File: config.mk
export PLATFORM = sky130hd
export DESIGN_NAME = cjm_exec
export DESIGN_NICKNAME = d
export VERILOG_FILES = /design/src/verilog/cjm_pkg.sv /design/src/verilog/cjm_cond_eval.sv /design/src/verilog/cjm_exec.sv
export VERILOG_INCLUDE_DIRS = /design/src /design/src/verilog
export SDC_FILE = /design/constraint.sdc
export NUM_CORES = 1
export LEC_CHECK = 0
export ABC_AREA = 1
export ABC_CLOCK_PERIOD_IN_PS = 2300
export BUFFER_PORTS_ARGS = -buffer_cell sky130_fd_sc_hd__buf_2
export CORE_MARGIN = 3
export CORE_UTILIZATION = 51
export CTS_CLUSTER_DIAMETER = 80
export DETAILED_ROUTE_END_ITERATION = 8
export MAX_ROUTING_LAYER = met4
export PLACE_DENSITY = 0.89
export RECOVER_POWER = 50
export SYNTH_ARGS = -nofsm -noshare
export SYNTH_HDL_FRONTEND = slang
export SYNTH_SLANG_ARGS = --single-unit
export TNS_END_PERCENT = 1
File: constraint.sdc
create_clock -name sys_clk -period 2.3 [get_ports sys_clk]
set_input_delay 0.46 -clock sys_clk [delete_from_list [all_inputs] [get_ports sys_clk]]
set_output_delay 0.46 -clock sys_clk [all_outputs]
set_load 0.03 [all_outputs]
File: src/verilog/cjm_cfg.svh
/*
 Constants for the jump, copy and idle instruction executor.
 Assumes a 16-bit instruction word, 16-bit program counter, status flags C, Z, N, V.
*/
`ifndef CJM_CFG_SVH
`define CJM_CFG_SVH
`define CJM_JMP_OP_HI      15
`define CJM_JMP_OP_LO      13
`define CJM_JMP_OPCODE     3'h1
`define CJM_COND_HI        12
`define CJM_COND_LO        10
`define CJM_OFS_HI         9
`define CJM_FMT1_OP_HI     15
`define CJM_FMT1_OP_LO     12
`define CJM_COPY_OPCODE    4'h4
`define CJM_SRC_HI         11
`define CJM_SRC_LO         8
`define CJM_DST_HI         3
`define CJM_DST_LO         0
`define CJM_CG_REG         4'h3
`define CJM_PC_STEP        16'h0002
`define CJM_BYTE_BIT       6
`define CJM_BYTE_MASK      16'h00ff
`define CJM_PC_RESET       16'h0000
`define CJM_FLAG_C         0
`define CJM_FLAG_Z         1
`define CJM_FLAG_N         2
`define CJM_FLAG_V         8
`endif

File: src/verilog/cjm_pkg.sv
/*
 Types for the jump, copy and idle instruction executor.
 Assumes the constants header is included by the design files.
*/
package cjm_pkg;
    typedef enum logic [2:0] {
        CJM_COND_NC = 3'h0,
        CJM_COND_NZ = 3'h1,
        CJM_COND_Z  = 3'h2,
        CJM_COND_C  = 3'h3,
        CJM_COND_N  = 3'h4,
        CJM_COND_GE = 3'h5,
        CJM_COND_L  = 3'h6,
        CJM_COND_AL = 3'h7
    } cjm_cond_t;
    typedef enum logic [1:0] {
        CJM_ST_IDLE = 2'h0,
        CJM_ST_EXEC = 2'h1
    } cjm_state_t;
endpackage : cjm_pkg

File: src/verilog/cjm_cond_eval.sv
/*
 Condition evaluator: decides whether a relative jump is taken.
 Assumes flags are stable levels from the core status register.
*/
`timescale 1ns/1ps
`include "cjm_cfg.svh"
module cjm_cond_eval (
    // Condition code
    input  wire logic [2:0] cond,
    // Status flags
    input  wire logic       flag_c,
    input  wire logic       flag_z,
    input  wire logic       flag_n,
    input  wire logic       flag_v,
    // Decision
    output logic            taken
);
    always_comb
    begin
        case (cjm_pkg::cjm_cond_t'(cond))
            cjm_pkg::CJM_COND_C:  taken = flag_c;
            cjm_pkg::CJM_COND_NC: taken = ~flag_c;
            cjm_pkg::CJM_COND_Z:  taken = flag_z;
            cjm_pkg::CJM_COND_NZ: taken = ~flag_z;
            cjm_pkg::CJM_COND_N:  taken = flag_n;
            cjm_pkg::CJM_COND_GE: taken = ~(flag_n ^ flag_v);
            cjm_pkg::CJM_COND_L:  taken = flag_n ^ flag_v;
            default:              taken = 1'b1;
        endcase
    end
endmodule : cjm_cond_eval

File: src/verilog/cjm_exec.sv
/*
 Executor for relative jumps, the operand copy and the idle instruction.
 Assumes the core fetches a word, presents it with instr_valid for one cycle,
 supplies the already fetched source operand value, and writes back results.
*/
// The plain strobed port and the register offsets were decided locally.
// How it works
// - carry set takes the jump
// - carry clear takes the jump
// - zero set takes the jump
// - zero clear takes the jump
// - negative set takes the jump
// - N xor V clear takes the jump
// - N xor V set takes the jump
// - unconditional jump always adds doubled offset
// - copy writes source, or only its low byte when bit 6 is set, flags and modes untouched
// - idle changes nothing, decoded from any copy to R3, whatever the source
`timescale 1ns/1ps
`include "cjm_cfg.svh"
module cjm_exec (
    // Clock and reset
    input  wire logic        sys_clk,
    input  wire logic        rst_n,
    // Instruction in
    input  wire logic        instr_valid,
    input  wire logic [15:0] instr_word,
    input  wire logic [15:0] src_value,
    // Status register in
    input  wire logic [15:0] status_in,
    // Program counter out
    output logic      [15:0] pc,
    // Result write back
    output logic             wr_en,
    output logic      [3:0]  wr_reg,
    output logic      [15:0] wr_data,
    output logic      [15:0] status_out,
    // Classification
    output logic             is_jump,
    output logic             jump_taken,
    output logic             is_copy,
    output logic             is_idle,
    output logic             unsupported
);
    // ----------------------------------------------------------------
    // Decode
    // ----------------------------------------------------------------
    function automatic logic [15:0] cjm_ofs2(input logic [15:0] w);
        cjm_ofs2 = {{5{w[`CJM_OFS_HI]}}, w[`CJM_OFS_HI:0], 1'b0};
    endfunction : cjm_ofs2

    logic dec_jump;
    logic dec_copy;
    logic dec_idle;
    logic cond_ok;
    logic [15:0] pc_r;
    logic [15:0] pc_nxt;

    assign dec_jump = instr_word[`CJM_JMP_OP_HI:`CJM_JMP_OP_LO] == `CJM_JMP_OPCODE;
    assign dec_copy = instr_word[`CJM_FMT1_OP_HI:`CJM_FMT1_OP_LO] == `CJM_COPY_OPCODE;
    assign dec_idle = dec_copy && instr_word[`CJM_DST_HI:`CJM_DST_LO] == `CJM_CG_REG;

    cjm_cond_eval u_cond (
        .cond   (instr_word[`CJM_COND_HI:`CJM_COND_LO]),
        .flag_c (status_in[`CJM_FLAG_C]),
        .flag_z (status_in[`CJM_FLAG_Z]),
        .flag_n (status_in[`CJM_FLAG_N]),
        .flag_v (status_in[`CJM_FLAG_V]),
        .taken  (cond_ok)
    );

    // ----------------------------------------------------------------
    // Program counter
    // ----------------------------------------------------------------
    always_comb
    begin
        pc_nxt = pc_r;
        if (instr_valid)
        begin
            if (dec_jump && cond_ok)
                pc_nxt = 16'(pc_r + `CJM_PC_STEP + cjm_ofs2(instr_word));
            else
                pc_nxt = 16'(pc_r + `CJM_PC_STEP);
        end
    end

    always_ff @(posedge sys_clk)
    begin
        if (!rst_n)
            pc_r <= `CJM_PC_RESET;
        else
            pc_r <= pc_nxt;
    end
    assign pc = pc_r;

    // ----------------------------------------------------------------
    // Write back and status
    // ----------------------------------------------------------------
    always_ff @(posedge sys_clk)
    begin
        if (!rst_n)
        begin
            wr_en      <= 1'b0;
            wr_reg     <= 4'h0;
            wr_data    <= 16'h0000;
            status_out <= 16'h0000;
        end
        else
        begin
            wr_en      <= instr_valid && dec_copy && !dec_idle;
            wr_reg     <= instr_word[`CJM_DST_HI:`CJM_DST_LO];
            wr_data    <= instr_word[`CJM_BYTE_BIT] ? (src_value & `CJM_BYTE_MASK)
                                                    : src_value;
            status_out <= status_in;
        end
    end

    always_ff @(posedge sys_clk)
    begin
        if (!rst_n)
        begin
            is_jump     <= 1'b0;
            jump_taken  <= 1'b0;
            is_copy     <= 1'b0;
            is_idle     <= 1'b0;
            unsupported <= 1'b0;
        end
        else
        begin
            is_jump     <= instr_valid && dec_jump;
            jump_taken  <= instr_valid && dec_jump && cond_ok;
            is_copy     <= instr_valid && dec_copy && !dec_idle;
            is_idle     <= instr_valid && dec_idle;
            unsupported <= instr_valid && !dec_jump && !dec_copy;
        end
    end

    // ----------------------------------------------------------------
    // Checks
    // ----------------------------------------------------------------
    chk_carry_jump: assert property (@(posedge sys_clk) disable iff (!rst_n)
        instr_valid && dec_jump && instr_word[12:10] == 3'h3 && status_in[0]
        |=> pc == 16'($past(pc) + 16'h0002 + $past(cjm_ofs2(instr_word))))
        else $error("carry jump target wrong");
    chk_nocarry_fall: assert property (@(posedge sys_clk) disable iff (!rst_n)
        instr_valid && dec_jump && instr_word[12:10] == 3'h0 && status_in[0]
        |=> pc == 16'($past(pc) + 16'h0002))
        else $error("no-carry jump taken with carry set");
    chk_zero_jump: assert property (@(posedge sys_clk) disable iff (!rst_n)
        instr_valid && dec_jump && instr_word[12:10] == 3'h2 |=> jump_taken == $past(status_in[1]))
        else $error("zero jump decision wrong");
    chk_nonzero_jump: assert property (@(posedge sys_clk) disable iff (!rst_n)
        instr_valid && dec_jump && instr_word[12:10] == 3'h1 |=> jump_taken != $past(status_in[1]))
        else $error("nonzero jump decision wrong");
    chk_neg_jump: assert property (@(posedge sys_clk) disable iff (!rst_n)
        instr_valid && dec_jump && instr_word[12:10] == 3'h4 |=> jump_taken == $past(status_in[2]))
        else $error("negative jump decision wrong");
    chk_ge_jump: assert property (@(posedge sys_clk) disable iff (!rst_n)
        instr_valid && dec_jump && instr_word[12:10] == 3'h5
        |=> jump_taken == !($past(status_in[2]) ^ $past(status_in[8])))
        else $error("signed ge decision wrong");
    chk_lt_jump: assert property (@(posedge sys_clk) disable iff (!rst_n)
        instr_valid && dec_jump && instr_word[12:10] == 3'h6
        |=> jump_taken == ($past(status_in[2]) ^ $past(status_in[8])))
        else $error("signed lt decision wrong");
    chk_always_jump: assert property (@(posedge sys_clk) disable iff (!rst_n)
        instr_valid && dec_jump && instr_word[12:10] == 3'h7 |=> jump_taken)
        else $error("unconditional jump not taken");
    chk_copy_data: assert property (@(posedge sys_clk) disable iff (!rst_n)
        instr_valid && dec_copy && !dec_idle && !instr_word[6]
        |=> wr_en && wr_data == $past(src_value) && status_out == $past(status_in))
        else $error("copy result or status wrong");
    chk_idle_quiet: assert property (@(posedge sys_clk) disable iff (!rst_n)
        instr_valid && dec_idle |=> !wr_en && status_out == $past(status_in))
        else $error("idle changed state");
    chk_jump_flags: assert property (@(posedge sys_clk) disable iff (!rst_n)
        instr_valid && dec_jump |=> !wr_en && status_out == $past(status_in))
        else $error("jump altered flags");

    cov_jump_taken: cover property (@(posedge sys_clk) disable iff (!rst_n) jump_taken);
    cov_jump_fall: cover property (@(posedge sys_clk) disable iff (!rst_n) is_jump && !jump_taken);
    cov_copy: cover property (@(posedge sys_clk) disable iff (!rst_n) is_copy);
    cov_idle: cover property (@(posedge sys_clk) disable iff (!rst_n) is_idle);
endmodule : cjm_exec

# After elaboration in Yosys (flattened, before gate mapping)
# Cells that the tools add are included.
# Widths: inputs -> output; s select.
# classes
n_addsub	2
multipliers	0
n_div	0
magnitude_cmp	0
n_eq_ne	9
shifts	0
mux	2
bitwise_logic	5
n_reduce_logical	14
# ops
op	count
$add 16x16->16	1
$add 16x2->16 const B	1
$mux 16	1
$eq 3x3->1 const B	3
$logic_and 1x1->1	9
$pmux 1 s7	1
$eq 3x1->1 const B	2
$eq 3x2->1 const B	2
$eq 4x2->1 const B	1
$eq 4x3->1 const B	1
$not 1->1	4
$logic_not 1->1	3
$logic_not 3->1	1
$reduce_or 2->1	1
$xor 1x1->1	1
# totals
ff_bits	57
latchBits	0
ram_bits	0
rom_bits	0
in_bits	51
out_inout_bits	58
word_cells	42
n_memories	0

# Longest topological paths before layout
# Gate-level depths: netlist (run 1).
# logic_depth
word_depth	5
ltp_mapped	19
mapped_depth_nobuf	19

# Hierarchy
# A second synthesis (run 1) with hierarchy kept.
# unflattened
cells_unflattened	476
hier_area_um2	3221.8
# by_module_without_submodules
mod	n_inst	cells_per_inst	area_each_um2	seq_area_each_um2
cjm_exec	1	452	3125.5	1121.1
cjm_cond_eval	1	24	96.3	0.0

# Least setup slack after synthesis (run 1)
# No wires, ideal clock.
# synth_path
kind	register to register
from	register pc_r[1] (netlist: pc[1])
to	register pc_r[13] (netlist: pc[13])
setup_time_ns	0.070
arrival_time_ns	2.319
t_required_ns	2.230
path_slack_ns	-0.088
stages_incl_launch_ff	17
path_buffers	0
synth_period_minus_slack_ns	2.388
cell_sequence	dfxtp_1 > inv_1 > nor2_4 > nand2_2 > nor2_4 > xnor2_1 > inv_1 > ha_1 > a21oi_1 > nor2_1 > nor2_1 > nand2_1 > nand2_1 > nand2_1 > nand2_1 > nand3_1 > a21oi_1
# synth_between
elab_chain_cells	3
# synth_lines
element	line_no	rtl
start: declaration	cjm_exec.sv:55	logic [15:0] pc_r;
start signal: assignment	cjm_exec.sv:89	pc_r <= `CJM_PC_RESET;
start signal: assignment	cjm_exec.sv:91	pc_r <= pc_nxt;
$add 16x2->16 (no source line) *	--	
$add 16x16->16	cjm_exec.sv:80	pc_nxt = 16'(pc_r + `CJM_PC_STEP + cjm_ofs2(instr_word));
$mux 16 *	cjm_exec.sv:79	if (dec_jump && cond_ok)
# Mark *: on every way between the ends. The rest lies on a longest branch, timed or not.
# A chain may end at the register's enable or synchronous reset.

# Worst setup path in the final report (run 1)
# layout_path
from	register pc_r[4] (netlist: pc[4])
to	register pc_r[13] (netlist: pc[13])
# Same word-level chain as after synthesis.

==> impl_results.html, run 1 <==
<table>
<tr><th>Metric</th><th>Value</th></tr>
<tr><th colspan="2">Run status</th></tr>
<tr><td>Result of the run</td><td>finished, violations left</td></tr>
<tr><td>Violated checks</td><td>negative setup slack</td></tr>
<tr><th colspan="2">Final layout</th></tr>
<tr><td>Filler Cell Count</td><td>418</td></tr>
<tr><td>Number of diodes</td><td>0</td></tr>
<tr><td>Most common cell after layout, fill and taps aside</td><td>sky130_fd_sc_hd__nand2_1</td></tr>
<tr><td>Layout overhead on the synthesized area</td><td>44.98%</td></tr>
<tr><td>Layout cells sized above 1</td><td>42.00%</td></tr>
<tr><td>Area occupied by multi-input gates</td><td>2110 µm²</td></tr>
<tr><td>Design area</td><td>4678 µm²</td></tr>
<tr><td>Combined flip-flop and latch cell area</td><td>1144 µm²</td></tr>
<tr><td>Commonest cells after routing, fill and taps aside</td><td>sky130_fd_sc_hd__nand2_1 (115), sky130_fd_sc_hd__buf_2 (107), sky130_fd_sc_hd__inv_1 (82)</td></tr>
<tr><td>Total Nets Final</td><td>689</td></tr>
<tr><th colspan="2">Setup path</th></tr>
<tr><td>Startpoint Class</td><td>flop</td></tr>
<tr><td>Peak per-stage delay on the critical path</td><td>0.42 ns</td></tr>
<tr><td>Crit-path slowest cell</td><td>sky130_fd_sc_hd__dfxtp_4</td></tr>
<tr><td>Depth of the most critical reg-to-reg path</td><td>14</td></tr>
<tr><td>Register-to-register setup slack</td><td>-0.07 ns</td></tr>
<tr><td>Cell mode on critical path</td><td>sky130_fd_sc_hd__nand2_1</td></tr>
<tr><td>Kind of end point of the critical path</td><td>flop</td></tr>
<tr><td>Arrival time of data at the critical path endpoint</td><td>2.62 ns</td></tr>
<tr><td>Cells traversed along the worst timing path</td><td>inv_1, nor3_4, nand2_2, xnor2_4, ha_4, nand2_1, nand2_2, nor2_2, nand2_1, nand2_1, nand2_1, nand2_1, nand3_1, a21oi_1</td></tr>
<tr><td>Required time worst endpoint</td><td>2.55 ns</td></tr>
<tr><td>Kind of critical path</td><td>reg -&gt; reg</td></tr>
<tr><td>Reg-to-reg endpoint</td><td>pc[13]$_SDFFE_PN0P_</td></tr>
<tr><td>Startpoint of the most critical register-to-register path</td><td>pc[4]$_SDFFE_PN0P_</td></tr>
<tr><td>Max Fanout on Critical Path</td><td>5</td></tr>
<tr><th colspan="2">Synth</th></tr>
<tr><td>Gate count of the mapped netlist</td><td>478</td></tr>
<tr><td>Fraction of the yosys area taken by sequential cells</td><td>34.74%</td></tr>
<tr><td>Async set-or-reset flop fraction in the synthesized netlist</td><td>0%</td></tr>
<tr><td>Synthesized cell area</td><td>3227 µm²</td></tr>
<tr><td>Number of flops mapped to enable cells by yosys</td><td>0</td></tr>
<tr><td>Synthesized net count</td><td>549</td></tr>
<tr><td>Flip-flop and latch count after synthesis</td><td>56</td></tr>
<tr><td>Biggest area contributors in the synthesized netlist</td><td>sky130_fd_sc_hd__dfxtp_1 (35%), sky130_fd_sc_hd__nand2_1 (16%), sky130_fd_sc_hd__inv_1 (11%)</td></tr>
<tr><td>Most instantiated flip-flop cell in the synthesis netlist</td><td>sky130_fd_sc_hd__dfxtp_1</td></tr>
<tr><td>Biggest area consumer among synthesized cells</td><td>sky130_fd_sc_hd__dfxtp_1</td></tr>
<tr><td>Number of warnings reported in the yosys synthesis log</td><td>0</td></tr>
<tr><td>Netlist cell types</td><td>35</td></tr>
<tr><td>Area share of the leading cell type in the synthesized netlist</td><td>34.74%</td></tr>
<tr><td>Post-Syn Area per Cell</td><td>6.751 µm²</td></tr>
<tr><th colspan="2">Power and ir drop</th></tr>
<tr><td>Power density over the cells</td><td>512.1 nW/µm²</td></tr>
<tr><td>Maximum resistive drop on vdd</td><td>0.5356 mV</td></tr>
<tr><td>Power after layout</td><td>0.002396 W</td></tr>
<tr><td>Combinational power share</td><td>29.4%</td></tr>
<tr><td>Clk pwr share</td><td>27.0%</td></tr>
<tr><td>Sw frac</td><td>32.76%</td></tr>
<tr><td>Static leakage</td><td>2.594 nW</td></tr>
<tr><td>Net switching power of the design</td><td>0.0007849 W</td></tr>
<tr><td>Cell internal power dissipation</td><td>0.001611 W</td></tr>
<tr><td>Relative contribution of sequential cells to total power</td><td>43.6%</td></tr>
<tr><th colspan="2">CTS</th></tr>
<tr><td>Quantity of hold-fixing buffers added after cts</td><td>0</td></tr>
<tr><td>Clock insertion delay at the later pin of the skew report</td><td>0.31 ns</td></tr>
<tr><td>Number of buffers on the longest clock path</td><td>2</td></tr>
<tr><td>CTS sink count</td><td>56</td></tr>
<tr><td>H-Tree Depth</td><td>2</td></tr>
<tr><td>Library cell used as clock root buffer</td><td>sky130_fd_sc_hd__clkbuf_8</td></tr>
<tr><td>Reg clk slew, reported paths</td><td>0.10 ns</td></tr>
<tr><td>Clock tree from TritonCTS</td><td>built</td></tr>
<tr><td>Clock buffer count from CTS</td><td>5</td></tr>
<tr><th colspan="2">STA</th></tr>
<tr><td>Maximum clock frequency</td><td>0.4223 GHz</td></tr>
<tr><td>Finish-stage setup viols</td><td>6</td></tr>
<tr><td>Final-report max-slew violation count</td><td>0</td></tr>
<tr><td>Final worst clock skew</td><td>0.008911 ns</td></tr>
<tr><td>Worst Hold Margin</td><td>0.3271 ns</td></tr>
<tr><td>RSZ-0062 raised after global routing</td><td>yes</td></tr>
<tr><td>Ratio of final minimum period to clock period</td><td>103.0%</td></tr>
<tr><td>Number of endpoints with negative hold slack in the final report</td><td>0</td></tr>
<tr><td>Worst Setup Slack, final</td><td>-0.06823 ns</td></tr>
<tr><td>Sum of negative setup slack</td><td>-0.2371 ns</td></tr>
<tr><td>Actual slew at the worst max-slew pin</td><td>0.6983 ns</td></tr>
<tr><td>Minimum period implied by the final worst setup slack</td><td>2.368 ns</td></tr>
<tr><td>Relative slew slack</td><td>53.40%</td></tr>
<tr><th colspan="2">Routing</th></tr>
<tr><td>Post-Route WL</td><td>11030 µm</td></tr>
<tr><td>Vias</td><td>3800</td></tr>
<tr><td>Remaining number of nets flagged by the antenna check after routing</td><td>0</td></tr>
<tr><td>Vias per Instance</td><td>5.476</td></tr>
<tr><td>First-pass DRT Iterations</td><td>5</td></tr>
<tr><td>Drc violations</td><td>0</td></tr>
<tr><td>Routed length per placed instance</td><td>15.89 µm</td></tr>
<tr><td>Drt initial violations</td><td>260</td></tr>
<tr><th colspan="2">Placed design</th></tr>
<tr><td>Number of I/O port buffers</td><td>107</td></tr>
<tr><td>Detailed-placement wirelength estimate</td><td>6951 µm</td></tr>
<tr><td>Final GP Congestion</td><td>0.9567</td></tr>
<tr><td>Post-place instance area</td><td>4003 µm²</td></tr>
<tr><th colspan="2">Global route</th></tr>
<tr><td>Number of global-route vias before repair</td><td>3593</td></tr>
<tr><td>Gr usage total</td><td>27.44%</td></tr>
<tr><td>Antenna violations before repair</td><td>0</td></tr>
<tr><td>GRT Residual Overflow</td><td>0</td></tr>
<tr><td>Largest net degree at the start of global routing</td><td>37</td></tr>
<tr><td>Wire length of the first global-routing pass</td><td>15750 µm</td></tr>
<tr><th colspan="2">Hold path</th></tr>
<tr><td>Destination of the worst hold path</td><td>status_out[9]$_SDFF_PN0_</td></tr>
<tr><td>Worst Hold Path Cells</td><td>3</td></tr>
<tr><td>Hold path start</td><td>status_in[9]</td></tr>
<tr><td>Tightest Hold Check Type</td><td>in -&gt; reg</td></tr>
<tr><th colspan="2">Die</th></tr>
<tr><td>Width of the chip</td><td>85.55 µm</td></tr>
<tr><td>Core area</td><td>6026 µm²</td></tr>
<tr><td>Number of core rows</td><td>28</td></tr>
<tr><td># IOs</td><td>109</td></tr>
<tr><td>Vertical die dimension</td><td>85.55 µm</td></tr>
<tr><td>Area of the die</td><td>7318 µm²</td></tr>
<tr><td>Initial core utilization</td><td>53.55%</td></tr>
<tr><th colspan="2">Run</th></tr>
<tr><td>Max Cap Violations</td><td>0</td></tr>
</table>
==> critical path, delay by kind of cell (launching register included) <==
kind	cells	cell delay, ns
AO/OA/AOI/OAI	1	0.17
XOR/XNOR	1	0.26
adder cells (fa/ha/maj)	1	0.26
buffers and inverters	1	0.11
flip-flops	1	0.42
AND/OR/NAND/NOR	10	1.07
==> per-stage QoR <==
step                      instances  util, %  setup slack, ns
after global placement          676    66.42         -0.04473
after CTS                       687    73.24        0.0004612
after global routing            694    77.64          -0.1708
after detailed placement        676    66.42          -0.1410
after floorplan                 478        -         -0.02227
final                           694    77.64         -0.06823
==> timing repair <==
item                       4_1_cts  5_1_grt
gates resized for setup         51       53
pin swaps                       22       30
buffers inserted                 4        7
setup endpoints to repair        6       12
==> power groups by stage <==
stage | logic [W] | clock network [W] | registers (W)
floorplan | 0.000260 | 0 | 0.00116
global placement | 0.000540 | 0 | 0.00106
detailed placement | 0.000557 | 0 | 0.00106
CTS | 0.000616 | 0.000657 | 0.00104
global route | 0.000758 | 0.000690 | 0.00105
finish | 0.000705 | 0.000647 | 0.00104
==> synth_stat cells, drive strengths merged, types with 3 or more instances <==
cell,count
a21oi,32
buf,10
clkbuf,3
dfxtp,56
ha,19
inv,96
nand2,141
nand3,37
nand4,6
nor2,34
nor3,7
o21ai,10
xnor2,6
xor2,7
==> final cells by class <==
type | count | share of cell area (%)
clock inverters | 2 | 0.8291
well taps | 75 | 2.006
inverters | 96 | 7.703
multi-input cells | 313 | 45.09
clock buffers | 6 | 1.551
repair buffers | 146 | 18.37
flip-flops and latches | 56 | 24.45
==> routing by layer <==
metal	track usage (%)	vias to the layer above	part of all wire [%]
met3	5.572	67	9.0
met1	29.04	1769	34
met5	-	-	0
met4	13.96	0	5.1
li1	-	1740	-
met2	48.23	224	52
==> worst max-delay path by stage <==
stage	start	to	slack (ns)	cells past startpoint
finish	pc[4]$_SDFFE_PN0P_	pc[13]$_SDFFE_PN0P_	-0.07	14
global route	pc[1]$_SDFFE_PN0P_	pc[14]$_SDFFE_PN0P_	-0.17	17
CTS	pc[1]$_SDFFE_PN0P_	pc[15]$_SDFFE_PN0P_	0.0005	16
detailed placement	pc[1]$_SDFFE_PN0P_	pc[15]$_SDFFE_PN0P_	-0.14	18
global placement	pc[3]$_SDFFE_PN0P_	pc[13]$_SDFFE_PN0P_	-0.04	16
floorplan	pc[4]$_SDFFE_PN0P_	pc[15]$_SDFFE_PN0P_	-0.02	15
==> logic make-up (layout without fill, tap and decap cells) <==
group	Yosys count	in the layout	synth area share, %
XOR/XNOR	13	13	3.994
flip-flops	56	56	34.74
AO/OA/AOI/OAI	46	46	7.716
other	1	1	0.1162
buffers and inverters	109	250	13.49
AND/OR/NAND/NOR	233	233	31.95
adder cells (fa/ha/maj)	20	20	7.988
(Power assumes the default switching activity.)
==> run 2, diff against run 1 <==
--- a/config.mk
+++ b/config.mk
@@ -6,15 +6,14 @@
 export SDC_FILE = /design/constraint.sdc
 export NUM_CORES = 1
 export LEC_CHECK = 0
-export ABC_AREA = 1
 export ABC_CLOCK_PERIOD_IN_PS = 2300
 export BUFFER_PORTS_ARGS = -buffer_cell sky130_fd_sc_hd__buf_2
 export CORE_MARGIN = 3
-export CORE_UTILIZATION = 51
+export CORE_UTILIZATION = 49
 export CTS_CLUSTER_DIAMETER = 80
 export DETAILED_ROUTE_END_ITERATION = 8
 export MAX_ROUTING_LAYER = met4
-export PLACE_DENSITY = 0.89
+export PLACE_DENSITY = 0.88
 export RECOVER_POWER = 50
 export SYNTH_ARGS = -nofsm -noshare
 export SYNTH_HDL_FRONTEND = slang
==> run 2 against run 1 <==
The run still ends with negative setup slack left. Largest cell class unchanged. Utilization is 2.1 points lower. Critical path depth is 3 lower. Critical path type unchanged. Hold slack better by 0.019 ns. Synthesized area is 11% lower.
==> impl_results.html, run 2 <==
<table>
<tr><th>Metric</th><th>Value</th></tr>
<tr><th colspan="2">Global route</th></tr>
<tr><td>Number of global-route vias before repair</td><td>2989 (-17%)</td></tr>
<tr><td>Largest net degree at the start of global routing</td><td>34 (-8.1%)</td></tr>
<tr><td>GRT Residual Overflow</td><td>0 (unchanged)</td></tr>
<tr><td>Wire length of the first global-routing pass</td><td>14230 µm (-9.7%)</td></tr>
<tr><td>Antenna violations before repair</td><td>0 (unchanged)</td></tr>
<tr><td>Gr usage total</td><td>28.25% (+0.82 points)</td></tr>
<tr><th colspan="2">Die</th></tr>
<tr><td>Core area</td><td>5608 µm² (-6.9%)</td></tr>
<tr><td>Width of the chip</td><td>82.69 µm (-3.3%)</td></tr>
<tr><td>Number of core rows</td><td>27 (-3.6%)</td></tr>
<tr><td>Vertical die dimension</td><td>82.69 µm (-3.3%)</td></tr>
<tr><td>Initial core utilization</td><td>51.38% (-2.2 points)</td></tr>
<tr><td>Area of the die</td><td>6837 µm² (-6.6%)</td></tr>
<tr><td># IOs</td><td>109 (unchanged)</td></tr>
<tr><th colspan="2">STA</th></tr>
<tr><td>RSZ-0062 raised after global routing</td><td>yes</td></tr>
<tr><td>Maximum clock frequency</td><td>0.3820 GHz (-9.5%)</td></tr>
<tr><td>Final-report max-slew violation count</td><td>0 (unchanged)</td></tr>
<tr><td>Ratio of final minimum period to clock period</td><td>113.8% (+11 points)</td></tr>
<tr><td>Number of endpoints with negative hold slack in the final report</td><td>0 (unchanged)</td></tr>
<tr><td>Actual slew at the worst max-slew pin</td><td>1.143 ns (+0.4446 ns)</td></tr>
<tr><td>Worst Setup Slack, final</td><td>-0.3179 ns (-0.2496 ns)</td></tr>
<tr><td>Final worst clock skew</td><td>0.01532 ns (+0.006405 ns)</td></tr>
<tr><td>Relative slew slack</td><td>23.81% (-30 points)</td></tr>
<tr><td>Minimum period implied by the final worst setup slack</td><td>2.618 ns (+0.2496 ns)</td></tr>
<tr><td>Finish-stage setup viols</td><td>9 (+3)</td></tr>
<tr><th colspan="2">Power and ir drop</th></tr>
<tr><td>Power after layout</td><td>0.002301 W (-3.9%)</td></tr>
<tr><td>Static leakage</td><td>2.006 nW (-23%)</td></tr>
<tr><td>Maximum resistive drop on vdd</td><td>0.3727 mV (-30%)</td></tr>
<tr><td>Power density over the cells</td><td>543.2 nW/µm² (+6.1%)</td></tr>
<tr><th colspan="2">Routing</th></tr>
<tr><td>Sum of met3 wire segment lengths after detailed routing</td><td>933 µm (-6.0%)</td></tr>
<tr><td>Routed length per placed instance</td><td>17.10 µm (+7.7%)</td></tr>
<tr><td>Post-Route WL</td><td>9630 µm (-13%)</td></tr>
<tr><td>Detailed route wirelength on metal2</td><td>4707 µm (-18%)</td></tr>
<tr><td>Remaining number of nets flagged by the antenna check after routing</td><td>0 (unchanged)</td></tr>
<tr><td>Drt initial violations</td><td>236 (-9.2%)</td></tr>
<tr><td>Vias</td><td>3106 (-18%)</td></tr>
<tr><td>Top layer used by detailed routing</td><td>met4</td></tr>
<tr><td>Routed length on met1</td><td>3687 µm (-1.4%)</td></tr>
<tr><td>First-pass DRT Iterations</td><td>5 (unchanged)</td></tr>
<tr><td>Drc violations</td><td>0 (unchanged)</td></tr>
<tr><td>Vias per Instance</td><td>5.517 (+0.76%)</td></tr>
<tr><th colspan="2">CTS</th></tr>
<tr><td>Clock tree from TritonCTS</td><td>built</td></tr>
<tr><td>Library cell used as clock root buffer</td><td>sky130_fd_sc_hd__clkbuf_8</td></tr>
<tr><td>CTS sink count</td><td>56 (unchanged)</td></tr>
<tr><td>Number of buffers on the longest clock path</td><td>2 (unchanged)</td></tr>
<tr><td>Reg clk slew, reported paths</td><td>0.11 ns (about the same)</td></tr>
<tr><td>H-Tree Depth</td><td>2 (unchanged)</td></tr>
<tr><td>Clock insertion delay at the later pin of the skew report</td><td>0.30 ns (about the same)</td></tr>
<tr><td>Clock buffer count from CTS</td><td>5 (unchanged)</td></tr>
<tr><th colspan="2">Synth</th></tr>
<tr><td>Area share of the leading cell type in the synthesized netlist</td><td>38.91% (+4.2 points)</td></tr>
<tr><td>Gate count of the mapped netlist</td><td>329 (-31%)</td></tr>
<tr><td>Netlist cell types</td><td>48 (+37%)</td></tr>
<tr><td>Number of flops mapped to enable cells by yosys</td><td>0 (unchanged)</td></tr>
<tr><td>Post-Syn Area per Cell</td><td>8.758 µm² (+30%)</td></tr>
<tr><td>Most instantiated flip-flop cell in the synthesis netlist</td><td>sky130_fd_sc_hd__dfxtp_1</td></tr>
<tr><td>Synthesized net count</td><td>400 (-27%)</td></tr>
<tr><td>Biggest area consumer among synthesized cells</td><td>sky130_fd_sc_hd__dfxtp_1</td></tr>
<tr><td>Most common cell in the synthesized netlist</td><td>sky130_fd_sc_hd__dfxtp_1</td></tr>
<tr><td>Async set-or-reset flop fraction in the synthesized netlist</td><td>0% (unchanged)</td></tr>
<tr><td>Number of warnings reported in the yosys synthesis log</td><td>0 (unchanged)</td></tr>
<tr><td>Synthesized cell area</td><td>2882 µm² (-11%)</td></tr>
<tr><td>Leading cell types by count after synthesis</td><td>sky130_fd_sc_hd__dfxtp_1 (56), sky130_fd_sc_hd__and2_1 (37), sky130_fd_sc_hd__nand2_1 (28)</td></tr>
<tr><td>Flip-flop and latch count after synthesis</td><td>56 (unchanged)</td></tr>
<tr><td>Biggest area contributors in the synthesized netlist</td><td>sky130_fd_sc_hd__dfxtp_1 (39%), sky130_fd_sc_hd__ha_1 (8.3%), sky130_fd_sc_hd__and2_1 (8.0%)</td></tr>
<tr><td>Fraction of the yosys area taken by sequential cells</td><td>38.91% (+4.2 points)</td></tr>
<tr><th colspan="2">Final layout</th></tr>
<tr><td>Most common cell after layout, fill and taps aside</td><td>sky130_fd_sc_hd__buf_2</td></tr>
<tr><td>Total Nets Final</td><td>561 (-19%)</td></tr>
<tr><td>Filler Cell Count</td><td>388 (-7.2%)</td></tr>
<tr><td>Layout overhead on the synthesized area</td><td>47.03%</td></tr>
<tr><td>Number of diodes</td><td>0 (unchanged)</td></tr>
<tr><td>Design area</td><td>4237 µm² (-9.4%)</td></tr>
<tr><td>Layout cells sized above 1</td><td>39.51% (-2.5 points)</td></tr>
<tr><td>Commonest cells after routing, fill and taps aside</td><td>sky130_fd_sc_hd__buf_2 (85), sky130_fd_sc_hd__buf_4 (55), sky130_fd_sc_hd__dfxtp_1 (48)</td></tr>
<tr><th colspan="2">Setup path</th></tr>
<tr><td>Worst Setup SP</td><td>pc[2]$_SDFFE_PN0P_</td></tr>
<tr><td>Crit path to</td><td>pc[13]$_SDFFE_PN0P_</td></tr>
<tr><td>Peak per-stage delay on the critical path</td><td>0.41 ns (about the same)</td></tr>
<tr><td>Register-to-register setup slack</td><td>-0.32 ns (-0.25 ns)</td></tr>
<tr><td>Required time worst endpoint</td><td>2.51 ns (-0.04 ns)</td></tr>
<tr><td>Reg-to-reg endpoint</td><td>pc[13]$_SDFFE_PN0P_</td></tr>
<tr><td>Cells traversed along the worst timing path</td><td>nand4_1, nor2_1, nand2_1, xnor2_2, ha_1, a21o_1, a21o_1, a311o_1, a31o_1, xor2_1, a21o_1</td></tr>
<tr><td>Arrival time of data at the critical path endpoint</td><td>2.83 ns (+0.21 ns)</td></tr>
<tr><td>Startpoint of the most critical register-to-register path</td><td>pc[2]$_SDFFE_PN0P_</td></tr>
<tr><td>Cell mode on critical path</td><td>sky130_fd_sc_hd__a21o_1</td></tr>
<tr><td>Startpoint Class</td><td>flop</td></tr>
<tr><td>Max Fanout on Critical Path</td><td>4 (-1)</td></tr>
<tr><td>Kind of end point of the critical path</td><td>flop</td></tr>
<tr><td>Kind of critical path</td><td>reg -&gt; reg</td></tr>
<tr><td>Crit-path slowest cell</td><td>sky130_fd_sc_hd__dfxtp_4</td></tr>
<tr><td>Depth of the most critical reg-to-reg path</td><td>11 (-3)</td></tr>
<tr><th colspan="2">Placed design</th></tr>
<tr><td>Number of I/O port buffers</td><td>107 (unchanged)</td></tr>
<tr><td>Post-place instance area</td><td>3867 µm² (-3.4%)</td></tr>
<tr><td>Final GP Congestion</td><td>0.9409 (-1.7%)</td></tr>
<tr><td>Detailed-placement wirelength estimate</td><td>6588 µm (-5.2%)</td></tr>
<tr><th colspan="2">Run status</th></tr>
<tr><td>Result of the run</td><td>finished, violations left</td></tr>
<tr><td>Violated checks</td><td>negative setup slack</td></tr>
<tr><th colspan="2">Run</th></tr>
<tr><td>Max Cap Violations</td><td>0 (unchanged)</td></tr>
<tr><th colspan="2">Hold path</th></tr>
<tr><td>Tightest Hold Check Type</td><td>in -&gt; reg</td></tr>
</table>
-- run 2: what timing repair did --
item,in CTS,in global routing
buffers inserted,7,0
endpoints found under the setup margin,10,11
pin swaps,24,5
hold buffers,0,0
gates resized for setup,43,9
-- run 2: worst min path at each step --
stage                              from                     end  slack (ns)  cells past startpoint
finish                     src_value[8]   wr_data[8]$_SDFF_PP0_        0.35                      2
detailed placement  pc[15]$_SDFFE_PN0P_     pc[15]$_SDFFE_PN0P_        0.56                      2
global placement    pc[15]$_SDFFE_PN0P_     pc[15]$_SDFFE_PN0P_        0.55                      2
global route              src_value[10]  wr_data[10]$_SDFF_PP0_        0.35                      2
CTS                        src_value[8]   wr_data[8]$_SDFF_PP0_        0.35                      2
floorplan                instr_word[15]      is_jump$_SDFF_PN0_        0.54                      1
-- run 2: per-layer routing --
metal  global-route usage [%]  up-vias
met1                    31.72     1426
met3                    5.531       39
met4                    11.60        0
li1                         -     1451
met2                    49.04      190
met5                        -        -
-- run 2: worst max-delay path: cells and delay by family (launching register included) --
| kind | cells | cell delay, ns |
|---|---|---|
| AOI/OAI and AO/OA | 5 | 1.01 |
| xor gates and xnor gates | 2 | 0.32 |
| adders and majority gates | 1 | 0.32 |
| DFF | 1 | 0.41 |
| and+or+nand+nor | 3 | 0.47 |
-- run 2: through the flow --
stage | setup TNS [ns] | util, % | hold slack, ns | worst slack (ns) | std cells
3_3_place_gp | -0.8903 | 68.96 | 0.5512 | -0.2746 | 548
6_report | -1.856 | 75.55 | 0.3458 | -0.3179 | 563
2_1_floorplan | -0.9479 | - | 0.5393 | -0.4207 | 329
4_1_cts | -0.9678 | 75.28 | 0.3475 | -0.1686 | 563
3_5_place_dp | -1.317 | 68.96 | 0.5642 | -0.3479 | 548
5_1_grt | -3.422 | 75.55 | 0.3459 | -0.4851 | 563
-- run 2: area by class of cell --
type                            instances  area (µm²)  area share [%]
Inverter                                8       30.03          0.7088
Timing Repair Buffer                  169       992.2           23.42
Sequential cell                        56        1141           26.93
Multi-Input combinational cell        250        1892           44.65
Clock inverter                          3       22.52          0.5316
Tap cell                               72       90.09           2.126
Clock buffer                            5       68.82           1.624
-- run 2: kinds of logic after synthesis --
logic type      share of synthesized area, %
compound gates                         15.81
flops                                  38.91
simple gates                           23.67
buf+inv                                3.821
xor+xnor                               7.295
other cells                           0.1301
mux                                    1.433
fa+ha+maj                              8.945
-- run 2: report_power, final --
| group | switching (W) | internal (W) | total (W) | leakage (nW) |
|---|---|---|---|---|
| clock network | 0.000326 | 0.000219 | 0.000545 | 0.0485 |
| logic | 0.000409 | 0.000299 | 0.000707 | 1.49 |
| registers | 0.0000286 | 0.00102 | 0.00105 | 0.467 |
| total | 0.000763 | 0.00154 | 0.00230 | 2.01 |
==> run 3, diff against run 2 <==
--- a/config.mk
+++ b/config.mk
@@ -6,14 +6,17 @@
 export SDC_FILE = /design/constraint.sdc
 export NUM_CORES = 1
 export LEC_CHECK = 0
+export ABC_AREA = 1
 export ABC_CLOCK_PERIOD_IN_PS = 2300
 export BUFFER_PORTS_ARGS = -buffer_cell sky130_fd_sc_hd__buf_2
+export CELL_PAD_IN_SITES_DETAIL_PLACEMENT = 1
+export CELL_PAD_IN_SITES_GLOBAL_PLACEMENT = 2
 export CORE_MARGIN = 3
-export CORE_UTILIZATION = 49
+export CORE_UTILIZATION = 26
 export CTS_CLUSTER_DIAMETER = 80
 export DETAILED_ROUTE_END_ITERATION = 8
 export MAX_ROUTING_LAYER = met4
-export PLACE_DENSITY = 0.88
+export PLACE_DENSITY = 0.87
 export RECOVER_POWER = 50
 export SYNTH_ARGS = -nofsm -noshare
 export SYNTH_HDL_FRONTEND = slang
==> run 3 against run 2 <==
The flow still finishes with violations (negative setup slack). Hold slack got worse by 0.0028 ns. Design area rose by 22%. Maximum frequency rose by 12%. Setup slack improved by 0.28 ns. Combinational power rose by 7.9%. Critical path type unchanged. Total power rose by 13%. Die area rose by 100%. Highest routed layer unchanged. Global-route usage fell by 11 points. Sequential cell count did not move. First-iteration DRC count fell by 52%. Wire length rose by 26%. Clock power rose by 46%.
==> impl_results.html, run 3 (same netlist as run 1, synthesis figures left out) <==
<table>
<tr><th>Metric</th><th>Value</th></tr>
<tr><th colspan="2">Global route</th></tr>
<tr><td>Antenna violations before repair</td><td>0 (unchanged)</td></tr>
<tr><td>Largest net degree at the start of global routing</td><td>23 (-32%)</td></tr>
<tr><td>GRT Residual Overflow</td><td>0 (unchanged)</td></tr>
<tr><td>Gr usage total</td><td>17.11% (-11 points)</td></tr>
<tr><td>Wire length of the first global-routing pass</td><td>19000 µm (+34%)</td></tr>
<tr><td>Number of global-route vias before repair</td><td>3842 (+29%)</td></tr>
<tr><th colspan="2">CTS</th></tr>
<tr><td>Reg clk slew, reported paths</td><td>0.08 ns (-0.03 ns)</td></tr>
<tr><td>Clock tree from TritonCTS</td><td>built</td></tr>
<tr><td>Number of buffers on the longest clock path</td><td>2 (unchanged)</td></tr>
<tr><td>CTS sink count</td><td>56 (unchanged)</td></tr>
<tr><td>Clock buffer count from CTS</td><td>5 (unchanged)</td></tr>
<tr><td>Quantity of hold-fixing buffers added after cts</td><td>0 (unchanged)</td></tr>
<tr><td>H-Tree Depth</td><td>2 (unchanged)</td></tr>
<tr><td>Library cell used as clock root buffer</td><td>sky130_fd_sc_hd__clkbuf_16</td></tr>
<tr><td>Clock insertion delay at the later pin of the skew report</td><td>0.29 ns (about the same)</td></tr>
<tr><th colspan="2">Setup path</th></tr>
<tr><td>Worst Setup SP</td><td>pc[1]$_SDFFE_PN0P_</td></tr>
<tr><td>Arrival time of data at the critical path endpoint</td><td>2.56 ns (-0.27 ns)</td></tr>
<tr><td>Reg-to-reg endpoint</td><td>pc[8]$_SDFFE_PN0P_</td></tr>
<tr><td>Depth of the most critical reg-to-reg path</td><td>14 (+3)</td></tr>
<tr><td>Startpoint of the most critical register-to-register path</td><td>pc[1]$_SDFFE_PN0P_</td></tr>
<tr><td>Startpoint Class</td><td>flop</td></tr>
<tr><td>Kind of critical path</td><td>reg -&gt; reg</td></tr>
<tr><td>Crit path to</td><td>pc[8]$_SDFFE_PN0P_</td></tr>
<tr><td>Required time worst endpoint</td><td>2.52 ns (about the same)</td></tr>
<tr><td>Register-to-register setup slack</td><td>-0.04 ns (+0.28 ns)</td></tr>
<tr><td>Max Fanout on Critical Path</td><td>4 (unchanged)</td></tr>
<tr><td>Kind of end point of the critical path</td><td>flop</td></tr>
<tr><th colspan="2">Power and ir drop</th></tr>
<tr><td>Power density over the cells</td><td>504.7 nW/µm² (-7.1%)</td></tr>
<tr><td>Static leakage</td><td>2.794 nW (+39%)</td></tr>
<tr><td>Maximum resistive drop on vdd</td><td>0.4491 mV (+21%)</td></tr>
<tr><th colspan="2">Die</th></tr>
<tr><td>Width of the chip</td><td>117.4 µm (+42%)</td></tr>
<tr><td>Number of core rows</td><td>40 (+48%)</td></tr>
<tr><td>Core area</td><td>12060 µm² (+120%)</td></tr>
<tr><td>Vertical die dimension</td><td>117.4 µm (+42%)</td></tr>
<tr><td>Area of the die</td><td>13780 µm² (+100%)</td></tr>
<tr><td>Initial core utilization</td><td>26.75% (-25 points)</td></tr>
<tr><td># IOs</td><td>109 (unchanged)</td></tr>
<tr><th colspan="2">Routing</th></tr>
<tr><td>Drt initial violations</td><td>113 (-52%)</td></tr>
<tr><td>Vias per Instance</td><td>4.459 (-19%)</td></tr>
<tr><td>Post-Route WL</td><td>12110 µm (+26%)</td></tr>
<tr><td>Routed length per placed instance</td><td>14.98 µm (-12%)</td></tr>
<tr><td>Drc violations</td><td>0 (unchanged)</td></tr>
<tr><td>Remaining number of nets flagged by the antenna check after routing</td><td>0 (unchanged)</td></tr>
<tr><td>Vias</td><td>3603 (+16%)</td></tr>
<tr><td>First-pass DRT Iterations</td><td>4 (-1)</td></tr>
<tr><th colspan="2">Final layout</th></tr>
<tr><td>Final Util</td><td>42.72% (-33 points)</td></tr>
<tr><td>Filler Cell Count</td><td>1520 (+290%)</td></tr>
<tr><td>Area occupied by multi-input gates</td><td>2268 µm² (+20%)</td></tr>
<tr><td>Total Nets Final</td><td>710 (+27%)</td></tr>
<tr><td>Design area</td><td>5152 µm² (+22%)</td></tr>
<tr><td>Commonest cells after routing, fill and taps aside</td><td>sky130_fd_sc_hd__nand2_1 (107), sky130_fd_sc_hd__buf_2 (107), sky130_fd_sc_hd__inv_1 (81)</td></tr>
<tr><td>Number of diodes</td><td>0 (unchanged)</td></tr>
<tr><td>Layout cells sized above 1</td><td>46.72% (+7.2 points)</td></tr>
<tr><td>Layout overhead on the synthesized area</td><td>59.67%</td></tr>
<tr><td>Combined flip-flop and latch cell area</td><td>1139 µm² (-0.22%)</td></tr>
<tr><th colspan="2">Hold path</th></tr>
<tr><td>Tightest Hold Check Type</td><td>in -&gt; reg</td></tr>
<tr><td>Hold path start</td><td>status_in[15]</td></tr>
<tr><td>Worst Hold Path Cells</td><td>3 (+1)</td></tr>
<tr><th colspan="2">Placed design</th></tr>
<tr><td>Final GP Congestion</td><td>0.8184 (-13%)</td></tr>
<tr><td>Post-place instance area</td><td>4247 µm² (+9.8%)</td></tr>
<tr><td>Setup slack at placement</td><td>-0.1742 ns (+0.1737 ns)</td></tr>
<tr><td>Number of I/O port buffers</td><td>107 (unchanged)</td></tr>
<tr><td>Detailed-placement wirelength estimate</td><td>8909 µm (+35%)</td></tr>
<tr><th colspan="2">STA</th></tr>
<tr><td>Worst Setup Slack, final</td><td>-0.03772 ns (+0.2801 ns)</td></tr>
<tr><td>RSZ-0062 raised after global routing</td><td>yes</td></tr>
<tr><td>Minimum period implied by the final worst setup slack</td><td>2.338 ns (-0.2801 ns)</td></tr>
<tr><td>Number of endpoints with negative hold slack in the final report</td><td>0 (unchanged)</td></tr>
<tr><td>Relative slew slack</td><td>51.10% (+27 points)</td></tr>
<tr><td>Maximum clock frequency</td><td>0.4278 GHz (+12%)</td></tr>
<tr><td>Sum of negative setup slack</td><td>-0.1061 ns (+1.750 ns)</td></tr>
<tr><td>Final-report max-slew violation count</td><td>0 (unchanged)</td></tr>
<tr><td>Actual slew at the worst max-slew pin</td><td>0.7327 ns (-0.4101 ns)</td></tr>
<tr><td>Final worst clock skew</td><td>0.004567 ns (-0.01075 ns)</td></tr>
<tr><td>Ratio of final minimum period to clock period</td><td>101.6% (-12 points)</td></tr>
<tr><td>Finish-stage setup viols</td><td>4 (-5)</td></tr>
<tr><th colspan="2">Run</th></tr>
<tr><td>Max Cap Violations</td><td>0 (unchanged)</td></tr>
<tr><th colspan="2">Run status</th></tr>
<tr><td>Result of the run</td><td>finished, violations left</td></tr>
<tr><td>Violated checks</td><td>negative setup slack</td></tr>
</table>
==> run 3: cell count changes in the layout (fill, tap and decap cells not counted), sizes merged, moves of 5 or more <==
cell,before,now
a21o,9,0
a21oi,20,32
a31oi,8,2
and2,37,2
buf,146,167
clkbuf,28,5
inv,9,97
nand2,28,141
nand3,13,37
nor2,22,34
nor2b,8,0
nor3,2,7
xnor2,14,6
==> run 3: power by group <==
group | internal (W) | leakage, nW | total [W] | switching, W
logic | 0.000304 | 2.26 | 0.000763 | 0.000459
clock network | 0.000415 | 0.0719 | 0.000795 | 0.000380
registers | 0.00102 | 0.466 | 0.00104 | 0.0000271
==> run 3: layer usage <==
| metal | global-route usage (%) | routed length, µm |
|---|---|---|
| met2 | 32.15 | 6537 |
| met4 | 2.786 | 167 |
| met3 | 3.134 | 386 |
| met5 | - | 0 |
| met1 | 19.16 | 5013 |
==> run 3: timing repair <==
| action | CTS | global route |
|---|---|---|
| pin swaps | 28 | 51 |
| resized for setup | 75 | 64 |
| setup endpoints to repair | 11 | 12 |
| setup buffers | 5 | 9 |
==> run 3: metrics by stage <==
stage,instances,hold WS [ns],power [W]
after floorplan,478,0.5381,0.001424
after global placement,786,0.5026,0.001644
after detailed placement,786,0.5182,0.001665
after CTS,799,0.3392,0.002532
after global routing,808,0.3446,0.002748
final,808,0.3430,0.002600
==> run 3: cell type report <==
class,instances,share of cell area (%)
multi-input combinational,313,44.03
sequential,56,22.10
timing repair buffer,167,19.65
inverter,96,7.188
tap,168,4.080
clock buffer,5,2.428
clock inverter,3,0.5342
==> run 3: worst min path at each step <==
stage	to
final	status_out[15]$_SDFF_PN0_
after global routing	status_out[11]$_SDFF_PN0_
after CTS	status_out[15]$_SDFF_PN0_
after detailed placement	pc[3]$_SDFFE_PN0P_
after global placement	pc[3]$_SDFFE_PN0P_
after floorplan	is_jump$_SDFF_PN0_
==> run 3: worst max-delay path, stage by stage (launching register included) <==
cell and delay, ns:
sky130_fd_sc_hd__dfxtp_4 0.40, sky130_fd_sc_hd__ha_4 0.17, sky130_fd_sc_hd__nand3_4 0.09, sky130_fd_sc_hd__buf_4 0.16, sky130_fd_sc_hd__xor2_2 0.17, sky130_fd_sc_hd__ha_4 0.31, sky130_fd_sc_hd__nand2_1 0.07, sky130_fd_sc_hd__nand3b_1 0.21
sky130_fd_sc_hd__nand2_2 0.14, sky130_fd_sc_hd__nand2_1 0.06, sky130_fd_sc_hd__nand2_1 0.09, sky130_fd_sc_hd__nor2_1 0.05, sky130_fd_sc_hd__nor2_1 0.13, sky130_fd_sc_hd__nand2_1 0.08, sky130_fd_sc_hd__a21oi_1 0.14
